$ cat config.mk
export PLATFORM = sky130hd
export DESIGN_NAME = eit_timer
export DESIGN_NICKNAME = d
export VERILOG_FILES = /design/src/logic/eit_timer.v /design/src/logic/eit_count_clock.v
export VERILOG_INCLUDE_DIRS = /design/src /design/src/logic
export SDC_FILE = /design/constraint.sdc
export NUM_CORES = 1
export LEC_CHECK = 0
export ABC_AREA = 1
export BUFFER_PORTS_ARGS = -buffer_cell sky130_fd_sc_hd__buf_2
export CORE_MARGIN = 3
export CORE_UTILIZATION = 50
export DETAILED_ROUTE_END_ITERATION = 8
export HOLD_SLACK_MARGIN = 0.1
export PLACE_DENSITY = 0.7
export SETUP_SLACK_MARGIN = 0.5
export SLEW_MARGIN = 20
export SYNTH_ARGS = -nofsm -noshare
export SYNTH_HDL_FRONTEND = slang
export SYNTH_HIERARCHICAL = 1
export SYNTH_SLANG_ARGS = --single-unit
$ cat constraint.sdc
create_clock -name mclk -period 1.85 [get_ports mclk]
set_input_delay 0.185 -clock mclk [delete_from_list [all_inputs] [get_ports mclk]]
set_output_delay 0.185 -clock mclk [all_outputs]
set_load 0.01 [all_outputs]
$ cat src/logic/eit_consts.vh
// Constants for the eight-bit interval timer control block
`ifndef EIT_CONSTS_VH
`define EIT_CONSTS_VH

// Register addresses
`define EIT_ADDR_PORT_DIR    16'hff21
`define EIT_ADDR_MODE        16'hff6c
`define EIT_ADDR_CARRIER     16'hff6d
`define EIT_ADDR_PERIOD      16'hff1a
`define EIT_ADDR_SECONDARY   16'hff1b

// Reset values
`define EIT_RST_PORT_DIR     8'hff
`define EIT_RST_MODE         8'h00
`define EIT_RST_CARRIER      8'h00
`define EIT_RST_CMP          8'h00

// Mode register fields
`define EIT_MODE_RUN         7
`define EIT_MODE_CKS_HI      6
`define EIT_MODE_CKS_LO      4
`define EIT_MODE_MD_HI       3
`define EIT_MODE_MD_LO       2
`define EIT_MODE_LEV         1
`define EIT_MODE_OE          0

// Carrier register fields
`define EIT_CAR_REMOTE       2
`define EIT_CAR_REQ          1
`define EIT_CAR_STAT         0

// Operating modes
`define EIT_MD_INTERVAL      2'h0
`define EIT_MD_CARRIER       2'h1
`define EIT_MD_PWM           2'h2

// Clock select codes
`define EIT_CKS_DIV1         3'h0
`define EIT_CKS_DIV4         3'h1
`define EIT_CKS_DIV16        3'h2
`define EIT_CKS_DIV64        3'h3
`define EIT_CKS_DIV4096      3'h4
`define EIT_CKS_LS_DIV128    3'h5
`define EIT_CKS_LS_DIV512    3'h6
`define EIT_CKS_LS_DIV1      3'h7

// Prescaler tap positions (tap k gives divide by 2^(k+1))
`define EIT_TAP_DIV4         1
`define EIT_TAP_DIV16        3
`define EIT_TAP_DIV64        5
`define EIT_TAP_DIV128       6
`define EIT_TAP_DIV512       8
`define EIT_TAP_DIV4096      11
`define EIT_PRESC_W          12

// Port pin that carries the timer output
`define EIT_TIMER_PIN        6
`define EIT_ZERO8            8'h00
`define EIT_ONE8             8'h01

// Gate transfer delay stages, counted in count clocks
`define EIT_XFER_START       2'h1
`define EIT_XFER_LAST        2'h2

`endif

$ cat src/logic/eit_timer.v
// Eight-bit interval timer with carrier and PWM modes, top level
//
// Functional notes
// - Run bit clear stops, zeroes counter
// - Three-bit field selects count clock source
// - Two-bit field selects interval, carrier, PWM
// - Level bit sets idle output level
// - Output enable passes square wave to pin
// - Remote output from remote and gate bits
// - Read-only gate status flag on bit zero
// - Direction bits: zero output, reset ones
// - Period match interrupts and clears counter
// - Interval mode ignores secondary compare
// - Interval equals period value plus one
// - Counting starts on second count clock after start
// - Period match clears, toggles, interrupts on tick
// - Stop returns outputs to default levels
`timescale 1ns/1ps
module eit_timer (
  input  wire        mclk,
  input  wire        reset_n,
  input  wire        lowSpeedClk,
  input  wire        companionMatch,
  input  wire [15:0] regAddr,
  input  wire [7:0]  regWrData,
  input  wire        regWrite,
  input  wire        regRead,
  output reg  [7:0]  regRdData,
  output reg         matchInterrupt,
  output reg         timerOutputPin,
  output reg         timerPinOe,
  output reg         remoteOutput,
  output reg  [7:0]  portDirection
);
`include "eit_consts.vh"

  reg  [7:0] modeCtrl_q;       // Mode register
  reg  [7:0] periodCmp_q;      // Period compare
  reg  [7:0] secondCmp_q;      // Secondary compare
  reg  [7:0] count_q;          // Counter
  reg        outLevel_q;       // Output flip-flop, xor with idle level
  reg        cmpSel_q;         // Carrier/PWM: comparing secondary
  reg        remoteCtl_q;      // Remote control bit
  reg        gateReq_q;        // Carrier gate request
  reg        gateStat_q;       // Carrier gate status
  reg        armed_q;          // First tick after start masked
  reg  [2:0] lsSync_q;         // Low-speed clock synchroniser
  reg  [2:0] compSync_q;       // Companion event synchroniser
  reg        lsPrev_q;         // Low-speed clock last level
  reg        compPrev_q;       // Companion event last level
  reg  [1:0] xferDly_q;        // Gate transfer delay
  wire       lsTick;           // Low-speed rising edge pulse
  wire       compEvt;          // Companion event rising edge
  wire       countTick;        // Selected count clock
  wire       run;
  wire [1:0] mode;
  wire       idleLevel;
  wire [7:0] cmpVal;
  wire       useSecond;
  wire       match;
  wire       secMatch;
  wire       periodMatch;
  wire       pinOut;
  wire       pinIsOut;
  wire       outLevelNext;     // Output state as it will be after this edge
  reg        remoteNext;

  assign run       = modeCtrl_q[`EIT_MODE_RUN];
  assign mode      = modeCtrl_q[`EIT_MODE_MD_HI:`EIT_MODE_MD_LO];
  assign idleLevel = modeCtrl_q[`EIT_MODE_LEV];
  // Interval mode never selects secondary compare
  assign useSecond = cmpSel_q && (mode != `EIT_MD_INTERVAL);
  assign cmpVal    = useSecond ? secondCmp_q : periodCmp_q;
  assign match     = run && armed_q && countTick && (count_q == cmpVal);
  assign secMatch  = match && useSecond;
  assign periodMatch = match && !useSecond;
  // Low-speed clock edge once second and third stages agree
  assign lsTick    = (lsSync_q[2] == lsSync_q[1]) && lsSync_q[2] && !lsPrev_q;
  assign compEvt   = (compSync_q[2] == compSync_q[1]) && compSync_q[2]
                     && !compPrev_q;
  // Next output state, so the pin moves on the same edge as the interrupt
  assign outLevelNext = run & (outLevel_q ^ match);
  assign pinOut    = idleLevel ^
                     (outLevelNext & modeCtrl_q[`EIT_MODE_OE]);
  assign pinIsOut  = !portDirection[`EIT_TIMER_PIN];

  // Count clock enable generation
  eit_count_clock uClk (
    .mclk         (mclk),
    .reset_n      (reset_n),
    .lowSpeedTick (lsTick),
    .clockSelect  (modeCtrl_q[`EIT_MODE_CKS_HI:`EIT_MODE_CKS_LO]),
    .countTick    (countTick)
  );

  // Input synchronisers for external signals
  always @(posedge mclk) begin
    if (!reset_n) begin
      lsSync_q   <= 3'h0;
      compSync_q <= 3'h0;
      lsPrev_q   <= 1'b0;
      compPrev_q <= 1'b0;
    end else begin
      lsSync_q   <= {lsSync_q[1:0], lowSpeedClk};
      compSync_q <= {compSync_q[1:0], companionMatch};
      if (lsSync_q[2] == lsSync_q[1]) begin
        lsPrev_q <= lsSync_q[2];
      end
      if (compSync_q[2] == compSync_q[1]) begin
        compPrev_q <= compSync_q[2];
      end
    end
  end

  // Register writes
  always @(posedge mclk) begin
    if (!reset_n) begin
      modeCtrl_q    <= `EIT_RST_MODE;
      periodCmp_q   <= `EIT_RST_CMP;
      secondCmp_q   <= `EIT_RST_CMP;
      remoteCtl_q   <= 1'b0;
      gateReq_q     <= 1'b0;
      portDirection <= `EIT_RST_PORT_DIR;
    end else if (regWrite) begin
      case (regAddr)
        `EIT_ADDR_MODE: begin
          // Only run bit may change while running
          if (run) begin
            modeCtrl_q[`EIT_MODE_RUN] <= regWrData[`EIT_MODE_RUN];
          end else begin
            modeCtrl_q <= regWrData;
          end
        end
        `EIT_ADDR_CARRIER: begin
          remoteCtl_q <= regWrData[`EIT_CAR_REMOTE];
          gateReq_q   <= regWrData[`EIT_CAR_REQ];
        end
        `EIT_ADDR_PORT_DIR: portDirection <= regWrData;
        `EIT_ADDR_PERIOD:   periodCmp_q   <= regWrData;
        `EIT_ADDR_SECONDARY: secondCmp_q  <= regWrData;
        default: ;
      endcase
    end
  end

  // Counter, output flip-flop and interrupt
  always @(posedge mclk) begin
    if (!reset_n) begin
      count_q        <= `EIT_ZERO8;
      outLevel_q     <= 1'b0;
      cmpSel_q       <= 1'b0;
      armed_q        <= 1'b0;
      matchInterrupt <= 1'b0;
    end else if (!run) begin
      // Stopped: counter zero, outputs default
      count_q        <= `EIT_ZERO8;
      outLevel_q     <= 1'b0;
      cmpSel_q       <= 1'b0;
      armed_q        <= 1'b0;
      matchInterrupt <= 1'b0;
    end else begin
      matchInterrupt <= 1'b0;
      if (countTick) begin
        if (!armed_q) begin
          // First count clock after start is masked
          armed_q <= 1'b1;
        end else if (periodMatch) begin
          count_q        <= `EIT_ZERO8;
          outLevel_q     <= !outLevel_q;
          matchInterrupt <= 1'b1;
          if (mode != `EIT_MD_INTERVAL) begin
            cmpSel_q <= 1'b1;
          end
        end else if (secMatch) begin
          // Secondary match toggles only; carrier also clears and interrupts
          outLevel_q <= !outLevel_q;
          cmpSel_q   <= 1'b0;
          if (mode == `EIT_MD_CARRIER) begin
            count_q        <= `EIT_ZERO8;
            matchInterrupt <= 1'b1;
          end else begin
            count_q <= count_q + `EIT_ONE8;
          end
        end else begin
          count_q <= count_q + `EIT_ONE8;
        end
      end
    end
  end

  // Gate status takes request on second count clock after event
  always @(posedge mclk) begin
    if (!reset_n) begin
      xferDly_q  <= 2'h0;
      gateStat_q <= 1'b0;
    end else begin
      if (compEvt) begin
        xferDly_q <= `EIT_XFER_START;
      end else if (countTick && xferDly_q != 2'h0) begin
        if (xferDly_q == `EIT_XFER_LAST) begin
          gateStat_q <= gateReq_q;
          xferDly_q  <= 2'h0;
        end else begin
          xferDly_q <= xferDly_q + 2'h1;
        end
      end
    end
  end

  // Remote output selection
  always @* begin
    case ({remoteCtl_q, gateReq_q})
      2'h1:    remoteNext = 1'b1;
      2'h3:    remoteNext = gateStat_q & pinOut;
      default: remoteNext = 1'b0;
    endcase
  end

  // Registered pin, remote output and read data
  always @(posedge mclk) begin
    if (!reset_n) begin
      timerOutputPin <= 1'b0;
      timerPinOe     <= 1'b0;
      remoteOutput   <= 1'b0;
      regRdData      <= `EIT_ZERO8;
    end else begin
      timerOutputPin <= (mode == `EIT_MD_CARRIER) ? remoteNext : pinOut;
      timerPinOe     <= pinIsOut;
      remoteOutput   <= remoteNext;
      if (regRead) begin
        case (regAddr)
          `EIT_ADDR_MODE:      regRdData <= modeCtrl_q;
          `EIT_ADDR_CARRIER:   regRdData <= {5'h00, remoteCtl_q,
                                             gateReq_q, gateStat_q};
          `EIT_ADDR_PORT_DIR:  regRdData <= portDirection;
          `EIT_ADDR_PERIOD:    regRdData <= periodCmp_q;
          `EIT_ADDR_SECONDARY: regRdData <= secondCmp_q;
          default:             regRdData <= `EIT_ZERO8;
        endcase
      end
    end
  end

endmodule // eit_timer

$ cat src/logic/eit_count_clock.v
// Count clock enable selector with prescalers for both clock sources
`timescale 1ns/1ps
module eit_count_clock (
  input  wire       mclk,
  input  wire       reset_n,
  input  wire       lowSpeedTick,
  input  wire [2:0] clockSelect,
  output reg        countTick
);
`include "eit_consts.vh"

  reg  [`EIT_PRESC_W-1:0] perDiv_q;   // Peripheral clock prescaler
  reg  [`EIT_PRESC_W-1:0] lsDiv_q;    // Low-speed clock prescaler
  wire [`EIT_PRESC_W-1:0] perCarry;   // Peripheral carry-out taps
  wire [`EIT_PRESC_W-1:0] lsCarry;    // Low-speed carry-out taps
  reg                     tickSel;    // Selected enable

  // One carry tap per prescaler bit
  genvar k;
  generate
    for (k = 0; k < `EIT_PRESC_W; k = k + 1) begin : gTap
      assign perCarry[k] = &perDiv_q[k:0];
      assign lsCarry[k]  = lowSpeedTick & (&lsDiv_q[k:0]);
    end
  endgenerate

  // Free-running prescalers
  always @(posedge mclk) begin
    if (!reset_n) begin
      perDiv_q <= {`EIT_PRESC_W{1'b0}};
      lsDiv_q  <= {`EIT_PRESC_W{1'b0}};
    end else begin
      perDiv_q <= perDiv_q + 1'b1;
      if (lowSpeedTick) begin
        lsDiv_q <= lsDiv_q + 1'b1;
      end
    end
  end

  // Source and ratio selection
  always @* begin
    case (clockSelect)
      `EIT_CKS_DIV1:      tickSel = 1'b1;
      `EIT_CKS_DIV4:      tickSel = perCarry[`EIT_TAP_DIV4];
      `EIT_CKS_DIV16:     tickSel = perCarry[`EIT_TAP_DIV16];
      `EIT_CKS_DIV64:     tickSel = perCarry[`EIT_TAP_DIV64];
      `EIT_CKS_DIV4096:   tickSel = perCarry[`EIT_TAP_DIV4096];
      `EIT_CKS_LS_DIV128: tickSel = lsCarry[`EIT_TAP_DIV128];
      `EIT_CKS_LS_DIV512: tickSel = lsCarry[`EIT_TAP_DIV512];
      default:            tickSel = lowSpeedTick;
    endcase
  end

  // Registered enable pulse
  always @(posedge mclk) begin
    if (!reset_n) begin
      countTick <= 1'b0;
    end else begin
      countTick <= tickSel;
    end
  end

endmodule // eit_count_clock

-- Word level (Yosys, flattened, before mapping)
Index checks and enable logic that the tools add are counted.
- flip-flop bits (word level): 93
- output and inout bits: 20
- add/subtract/negate cells: 4
- equality and inequality tests: 19
- multiplexer cells: 19
- bitwise operators: 10
- reductions and logical operators: 40
- operators with widths (kind ; count):
    == test 16 bit (second input constant) ; 5
    case mux 8 bit (5 select lines) ; 1
    two-way mux 8 bit ; 4
    adder 12 x 1 -> 12 bit (second input constant) ; 2
    AND reduction 2 bit ; 8
    AND reduction 12 bit ; 1
    AND reduction 4 bit ; 3
    logical AND 1 bit ; 11
    two-way mux 1 bit ; 11
    == test 3 bit (second input constant) ; 3
    AND reduction 3 bit ; 3
    AND reduction 9 bit ; 1
    adder 8 x 1 -> 8 bit (second input constant) ; 1
    == test 8 bit ; 1
    nonzero test 2 bit ; 4
    case mux 1 bit (7 select lines) ; 1
    AND reduction 7 bit ; 1
    == test 3 x 2 -> 1 bit (second input constant) ; 2
    AND reduction 6 bit ; 1
    bitwise AND 1 bit ; 5
    zero test 1 bit ; 5
    == test 2 x 1 -> 1 bit (second input constant) ; 2
    == test 2 bit (second input constant) ; 2
    == test 3 x 1 -> 1 bit (second input constant) ; 1
    9 further kinds ; 13

-- Longest topological paths before layout
Gate-level depths: netlist of run 1.
- depth after elaboration: 12
- gate-level depth with buffers: 19

-- Cells and area by module
The synthesis of run 1 kept the hierarchy.
- modules (own cells, without submodules) (module ; times used ; cells each ; area each (um^2) ; seq. area each (um^2)):
    eit_timer ; 1 ; 476 ; 3499.6 ; 1361.3
    eit_count_clock ; 1 ; 143 ; 1058.5 ; 440.4

-- Worst setup path after synthesis of run 1
No wires, ideal clock.
- path kind: reg2reg
- from: register modeCtrl_q[3]
- to: register timerOutputPin
- library setup time: 0.109 ns
- data arrival time: 1.572 ns
- data required time: 1.741 ns
- path slack: 0.169 ns
- cell stages (with the launch flop): 19
- cell sequence: dfxtp_1 > inv_2 > nand2_4 > buf_12 > nand3_1 > nand3_2 > nand2_1 > nor2_2 > nand3_2 > o21bai_2 > nand2_2 > nand2_2 > nand2_2 > nand2_1 > nand2_1 > nand2_1 > inv_1 > nand2_1 > inv_1
- word-level cells in the longest chain between the ends: 12
- elaborated cells on any way between the ends: 13
- RTL lines (element ; line ; source):
    start, declared ; eit_timer.v:37 ; reg [7:0] modeCtrl_q;
    start signal, assigned ; eit_timer.v:118 ; modeCtrl_q <= `EIT_RST_MODE;
    start signal, assigned by index ; eit_timer.v:129 ; modeCtrl_q[`EIT_MODE_RUN] <= regWrData[`EIT_MODE_RUN];
    start signal, assigned ; eit_timer.v:131 ; modeCtrl_q <= regWrData;
    nonzero test 2 bit (no source line) ; n/a ;
    logical AND 1 bit ; eit_timer.v:72 ; assign useSecond = cmpSel_q && (mode != `EIT_MD_INTERVAL);
    two-way mux 8 bit ; eit_timer.v:73 ; assign cmpVal = useSecond ? secondCmp_q : periodCmp_q;
    == test 8 bit ; eit_timer.v:74 ; assign match = run && armed_q && countTick && (count_q == cmpVal);
    logical AND 1 bit ; eit_timer.v:74 ;
    XOR 1 bit ; eit_timer.v:82 ; assign outLevelNext = run & (outLevel_q ^ match);
    bitwise AND 1 bit ; eit_timer.v:82 ;
    bitwise AND 1 bit ; eit_timer.v:84 ; (outLevelNext & modeCtrl_q[`EIT_MODE_OE]);
    XOR 1 bit ; eit_timer.v:83 ; assign pinOut = idleLevel ^
    bitwise AND 1 bit ; eit_timer.v:214 ; 2'h3: remoteNext = gateStat_q & pinOut;
    case mux 1 bit (2 select lines) ; eit_timer.v:212 ; case ({remoteCtl_q, gateReq_q})
    two-way mux 1 bit (*) ; eit_timer.v:227 ; timerOutputPin <= (mode == `EIT_MD_CARRIER) ? remoteNext : pinOut;
    end signal, assigned ; eit_timer.v:227 ;
    end, declared ; eit_timer.v:30 ; output reg timerOutputPin,
Every way passes the cells marked *; elsewhere a longest branch is shown, timed or not.
A chain may end at the register's enable or synchronous reset.

-- Worst setup path after layout of run 1
Same ends and word-level chain as after synthesis.

==> results of run 1 <==
==> power by group through the flow <==
| stage | clock, mW | sequential [mW] | combinational, mW |
|---|---|---|---|
| after floorplan | 0 | 2.01 | 0.0910 |
| after global placement | 0 | 2.01 | 0.163 |
| after detailed placement | 0 | 2.01 | 0.170 |
| after CTS | 1.52 | 1.97 | 0.181 |
| after global routing | 1.59 | 1.97 | 0.209 |
| final | 1.49 | 1.97 | 0.188 |
==> critical path, stage by stage (launching register included) <==
cell	delay, ps
dfxtp_2	370
buf_4	140
inv_6	50
nand2_4	110
nand3_2	80
nand3_2	100
nand2_1	60
nor2_1	90
nand2_1	80
nor2_2	160
nand3_2	100
nand2_2	110
nand3_2	70
nand2_1	70
nand2_1	50
nand2_1	50
inv_1	40
nand2_1	60
inv_1	40
==> what timing repair did <==
| action | 4_1_cts | 5_1_grt |
|---|---|---|
| pin swaps | 3 | 16 |
| hold endpoints to repair | 5 | 0 |
| cloned | 1 | 0 |
| gates resized for setup | 31 | 37 |
| endpoints found under the setup margin | 20 | 37 |
| hold buffers | 5 | 0 |
| setup buffers | 6 | 10 |
==> placed cells by master (no fill, tap or decap), types with 3 or more instances in the layout <==
cell type,instances
nand2_1,109
inv_1,98
dfxtp_1,80
nor2_1,63
buf_2,49
buf_4,30
nand3_2,29
a21oi_1,28
o21ai_0,25
nand3_1,19
a211oi_1,16
nor2_2,13
nand2_2,12
nor2_4,10
o211ai_1,10
dfxtp_2,10
clkbuf_8,9
nand4_1,8
o22ai_1,8
inv_2,7
a211oi_2,7
dlygate4sd3_1,5
nor4_4,4
o21ai_1,4
nor4_2,3
nand2_4,3
o21ai_2,3
o221ai_1,3
ha_4,3
inv_8,3
==> worst max path at each step <==
stage | from | end | slack, ps | cells past startpoint
after detailed placement | modeCtrl_q[3] | timerOutputPin | -50 | 19
after global routing | modeCtrl_q[3] | remoteOutput | -190 | 16
after floorplan | modeCtrl_q[3] | timerOutputPin | 180 | 17
after CTS | modeCtrl_q[2] | timerOutputPin | 10 | 15
after global placement | modeCtrl_q[3] | timerOutputPin | 3 | 19
final | modeCtrl_q[3] | timerOutputPin | -60 | 18
==> stage by stage <==
stage,power (mW),utilization,hold WS [ps],TNS [ps]
floorplan,2.10,-,283,0
global placement,2.17,0.578,374,0
detailed placement,2.18,0.578,372,-111
CTS,3.67,0.627,101,0
global route,3.77,0.651,109,-839
finish,3.65,0.651,114,-87.5
==> Yosys cell counts, types with 3 or more instances <==
master | instances | area (um^2)
inv_2 | 5 | 18.8
buf_2 | 3 | 15.0
nand2_2 | 9 | 56.3
inv_1 | 103 | 387
nand3_1 | 29 | 145
a211oi_1 | 19 | 143
o211ai_1 | 10 | 75.1
dfxtp_1 | 90 | 1800
ha_1 | 6 | 75.1
a21oi_1 | 28 | 140
o22ai_1 | 8 | 50.1
nor2_2 | 7 | 43.8
nand3_2 | 20 | 200
o221ai_1 | 3 | 26.3
nand4_1 | 8 | 50.1
nand2_1 | 114 | 428
nor3_1 | 4 | 20.0
nor4_1 | 5 | 31.3
a211oi_2 | 4 | 50.1
clkbuf_1 | 6 | 22.5
nor2_4 | 3 | 33.8
nor2_1 | 76 | 285
o21ai_0 | 29 | 145
==> area by class of cell <==
type                            instances  area [um^2]
Inverter                              109          420
Clock buffer                            9          124
Fill cell                             734         3080
Sequential cell                        90         1810
Timing Repair Buffer                   88          583
Clock inverter                          7         96.3
Tap cell                              108          135
Multi-Input combinational cell        407         2560
==> layer usage <==
| metal | GRT usage | wire, um |
|---|---|---|
| met1 | 0.291 | 5160 |
| met2 | 0.399 | 6200 |
| met4 | 0.0481 | 102 |
| met3 | 0.0634 | 522 |
| met5 | 0 | 0 |
==> logic make-up after synthesis <==
family                   count (synthesis)
adder cells (fa/ha/maj)                  6
AND/OR/NAND/NOR                        284
AO/OA/AOI/OAI                          114
flip-flops                              90
XOR/XNOR                                 2
buffers and inverters                  123
==> sequential cells by signal, indices dropped and copies added (netlist names), 3 cells and up <==
name and cells:
secondCmp_q 8, lsSync_q 3, uClk/lsDiv_q 9, portDirection 8, compSync_q 3, count_q 8, uClk/perDiv_q 12, modeCtrl_q 8
regRdData 8, periodCmp_q 8
==> results_dict.tcl, run 1 <==
set metrics [dict create \
    outcome "finished with violations" \
    violations "setup timing" \
    syn_inst 619 \
    fin_crit_ps 1910 \
    grt_max_degree 34 \
    clkTransAtPathRegs_ps 100 \
    switchingPower_uw 959 \
    critPathLaunchType "flip-flop" \
    path_max_fanout 6 \
    cts_tree "built" \
    dieWidth_um 101 \
    worstReg2RegStart "modeCtrl_q[3]" \
    clkSinkCount 90 \
    drtAntennaViolNets 0 \
    htree_levels 3 \
    drc 0 \
    ir_drop_mv 0.370 \
    crit_type "reg -> reg" \
    pre_cts_slack_ps -45.4 \
    cts_max_path_buffers 2 \
    fin_skew_ps 8.20 \
    area_delta_synth_final_pct 25.7 \
    drt_iter0_drc 269 \
    maxCapViolCount 0 \
    grt_overflow_total 0 \
    slew_headroom 0.702 \
    min_path_cells 3 \
    drtPass1Iterations 7 \
    synth_compound_area_frac 0.162 \
    synth_edf_count 0 \
    die_area_mm2 0.0103 \
    die_height_um 101 \
    drive_gt1_frac 0.311 \
    gp_congestion 0.856 \
    diodes 0 \
    swShare 0.263 \
    synth_adder_area_share 0.0165 \
    crit_arrival_ps 2190 \
    synth_xor_area_frac 0.00384 \
    clk_latency_ps 370 \
    placed_cell_area_mm2 0.00509 \
    synth-simple-area-share 0.311 \
    grt_first_pass_wirelength_mm 19.0 \
    async_reset_ff_frac 0 \
    clock.fmax_ghz 0.525 \
    leakage_nw 2.44 \
    synth_nets 655 \
    synthMuxAreaShare 0 \
    power_per_cell_area_mw_per_mm2 637 \
    rows 34 \
    ys_types 47 \
    post-place-cells 780 \
    dp_hpwl_mm 8.63 \
    setup_ws_ps -55.2 \
    r2r_end "timerOutputPin" \
    numCtsBuffers 9 \
    r2r_setup_slack_ps -60 \
    final_cells 818 \
    numPortBuffers 49 \
    ys_seq_area_frac 0.395 \
    endpoint_kind "flip-flop" \
    pwr-share-clk 0.409 \
    hold_viol_final 0 \
    antenna_found_initial 0 \
    synth_warnings 6 \
    syn_area_mm2 0.00456 \
    finalCritPeriodShare 1.03 \
    synth_area_per_cell_um2 7.36 \
    drt-total-wl_mm 12.0 \
    internal_power_mw 2.69 \
    core_area_mm2 0.00881 \
    fin_area_mm2 0.00573 \
    synth-seq-cells 90 \
    nNetsFinal 741 \
    slew_violations 0 \
    min_to "portDirection[2]" \
    holdCritPathClass "in -> reg" \
    io_pins 50 \
    vias 4337 \
    gr-usage-all-layers 0.232 \
    setup_viol 2 \
    synth_flop_cell "dfxtp_1" \
    routedWlPerCell_um 14.7 \
    clock-root-buffer "clkbuf_8" \
    grt_pass1_vias 4024 \
    min-delay-start "regWrData[2]" \
    vias_per_cell 5.30 \
    pwr-share-comb 0.051 \
    initial_core_util 0.518 \
    pwr-share-seq 0.540 \
    synth_top_family_by_area "simple AND/OR/NAND/NOR gates" \
    crit_required_ps 2130 \
    rsz0062_at_grt "yes" \
    worstMarginPinSlew_ps 447 \
    worstRegToRegCells 18 \
]
No activity file was read; power rests on OpenSTA's default activity.
==> run 2: changes to the inputs <==
--- a/config.mk
+++ b/config.mk
@@ -9,11 +9,11 @@
 export ABC_AREA = 1
 export BUFFER_PORTS_ARGS = -buffer_cell sky130_fd_sc_hd__buf_2
 export CORE_MARGIN = 3
-export CORE_UTILIZATION = 50
+export CORE_UTILIZATION = 31
 export DETAILED_ROUTE_END_ITERATION = 8
 export HOLD_SLACK_MARGIN = 0.1
-export PLACE_DENSITY = 0.7
 export SETUP_SLACK_MARGIN = 0.5
+export SKIP_LAST_GASP = 1
 export SLEW_MARGIN = 20
 export SYNTH_ARGS = -nofsm -noshare
 export SYNTH_HDL_FRONTEND = slang
==> run 2 against run 1 <==
Compared with the run above: the run still ends with setup timing left; wire length is 0.73% higher; register-to-register slack barely moved; critical endpoint is now count_q[6]; via count decreased by 1.7%; largest cell class unchanged; critical path type unchanged; combinational power increased by 4%; count of clock-buffer cells in the layout is 1 higher; sequential power about the same; setup slack worse by 3.0 ps.
==> results_dict.tcl, run 2 (synthesized netlist as in run 1, its figures left out) <==
set metrics [dict create \
    ir_drop_mv 0.372 \
    clkSinkCount 90 \
    post-place-cells 863 \
    path_max_fanout 6 \
    setup_viol 9 \
    cp-startpoint "modeCtrl_q[3]" \
    fin_skew_ps 6.97 \
    placed_cell_area_mm2 0.00525 \
    endpoint_kind "flip-flop" \
    clkTransAtPathRegs_ps 70 \
    io_pins 50 \
    grt_pass1_vias 4101 \
    clk_latency_ps 340 \
    hold_viol_final 0 \
    critPathLaunchType "flip-flop" \
    leakage_nw 2.59 \
    slew_violations 0 \
    largest_reg_flops 12 \
    drtPass1Iterations 4 \
    worstMarginPinSlew_ps 393 \
    min-delay-start "regWrData[4]" \
    grt_max_degree 21 \
    drt_iter0_drc 243 \
    gp_congestion 0.882 \
    cpMostUsedCell "nand2_1" \
    vias_per_cell 4.72 \
    drive_gt1_frac 0.320 \
    numPortBuffers 49 \
    drc 0 \
    fin_crit_ps 1910 \
    crit_arrival_ps 2160 \
    initial_core_util 0.322 \
    core_area_mm2 0.0141 \
    vias 4262 \
    power_per_cell_area_mw_per_mm2 681 \
    drtAntennaViolNets 0 \
    antenna_found_initial 0 \
    grt_first_pass_wirelength_mm 19.8 \
    die_height_um 127 \
    gr-usage-all-layers 0.152 \
    slew_headroom 0.738 \
    htree_levels 3 \
    nNetsFinal 755 \
    fin_area_mm2 0.00610 \
    cts_tree "built" \
    cpPeakStageDelay_ps 360 \
    setup_ws_ps -58.2 \
    crit_required_ps 2100 \
    area_delta_synth_final_pct 33.8 \
    path_delay_family "simple AND/OR/NAND/NOR gates" \
    top_register "uClk/perDiv_q" \
    routedWlPerCell_um 13.4 \
    die_area_mm2 0.0162 \
    violations "setup timing" \
    final_cells 903 \
    rows 43 \
    crit_chain "o21ai_4, buf_6, nand2_1, nand3_2, nand2_1, nor2_2, nand3_2, nor2_1, o21ai_1, nand2_1, inv_1, nand3_1, inv_1" \
    cts_max_path_buffers 2 \
    drt-total-wl_mm 12.1 \
    worstReg2RegStart "modeCtrl_q[3]" \
    cp_num_buf_inv 3 \
    reg_top3 "uClk/perDiv_q (12), uClk/lsDiv_q (9)" \
    holdCritPathClass "in -> reg" \
    dieWidth_um 127 \
    pre_cts_slack_ps -53.3 \
    numCtsBuffers 9 \
    grt_overflow_total 0 \
    outcome "finished with violations" \
    final_cell_mix "109 x nand2_1, 100 x inv_1, 81 x dfxtp_1, 61 x nor2_1, 46 x buf_2" \
    crit_type "reg -> reg" \
    tns_ps -357 \
    clock.fmax_ghz 0.524 \
    dp_hpwl_mm 8.87 \
    crit_slowest_cell "dfxtp_4" \
    layout_commonest_cell "nand2_1" \
    maxCapViolCount 0 \
    rsz0062_at_grt "yes" \
    clock-root-buffer "clkbuf_16" \
    diodes 0 \
    finalCritPeriodShare 1.03 \
    num-fill-cells 1421 \
]
-- run 2: changes by cell type in the layout (fill, tap and decap cells not counted), moves of 3 or more --
cell	change
buf_4	+11
clkbuf_16	+9
buf_6	+8
clkbuf_8	-8
nand3_2	-4
nor2_4	+4
buf_2	-3
dfxtp_2	-3
nand3_1	+3
o21ai_0	-3
o21ai_1	+3
-- run 2: power breakdown --
| group | switching [mW] | internal [mW] |
|---|---|---|
| registers | 0.0149 | 1.96 |
| logic | 0.121 | 0.0755 |
| clock network | 0.777 | 1.21 |
| total | 0.913 | 3.24 |
-- run 2: layout make-up --
cell class                      count  area, um^2  share of cell area
Timing Repair Buffer              101         701               0.115
Clock inverter                      5        78.8              0.0129
Inverter                          109         420              0.0689
Clock buffer                       10         239              0.0392
Sequential cell                    90        1820               0.298
Multi-Input combinational cell    408        2620               0.429
Tap cell                          180         225              0.0369
-- run 2: worst register-to-register path, stage by stage, from the launching register on --
cell	delay, ps
dfxtp_4	360
o21ai_4	250
buf_6	140
nand2_1	50
nand3_2	70
nand2_1	70
nor2_2	130
nand3_2	110
nor2_1	170
o21ai_1	130
nand2_1	100
inv_1	100
nand3_1	90
inv_1	40
-- run 2: path summary, 6_finish.rpt --
kind	slack, ps	depth (start not counted)	to
max	-60	13	count_q[6]
min	120	3	portDirection[4]
max reg2reg	-60	13	count_q[6]
min reg2reg	420	2	compSync_q[1]
-- run 2: through the flow --
stage                     hold slack, ps  utilization  power [mW]
after floorplan                      283            -        2.10
after global placement               368        0.371        2.19
after detailed placement             374        0.371        2.19
after CTS                            106        0.412        4.16
after global routing                 136        0.431        4.29
final                                123        0.431        4.15
-- run 2: metal layers --
| metal | vias to the layer above | track usage | share of wire |
|---|---|---|---|
| li1 | 2227 | - | - |
| met5 | - | 0 | 0 |
| met4 | 0 | 0.0543 | 0.021 |
| met3 | 17 | 0.0389 | 0.042 |
| met1 | 1943 | 0.186 | 0.46 |
| met2 | 75 | 0.256 | 0.48 |
-- run 2: what timing repair did --
| action | in CTS | in global routing |
|---|---|---|
| gates resized for setup | 32 | 54 |
| cloned | 1 | 1 |
| hold endpoints to repair | 3 | 0 |
| hold buffers | 3 | 0 |
| setup buffers | 12 | 8 |
| pin swaps | 14 | 27 |
| endpoints found under the setup margin | 27 | 39 |
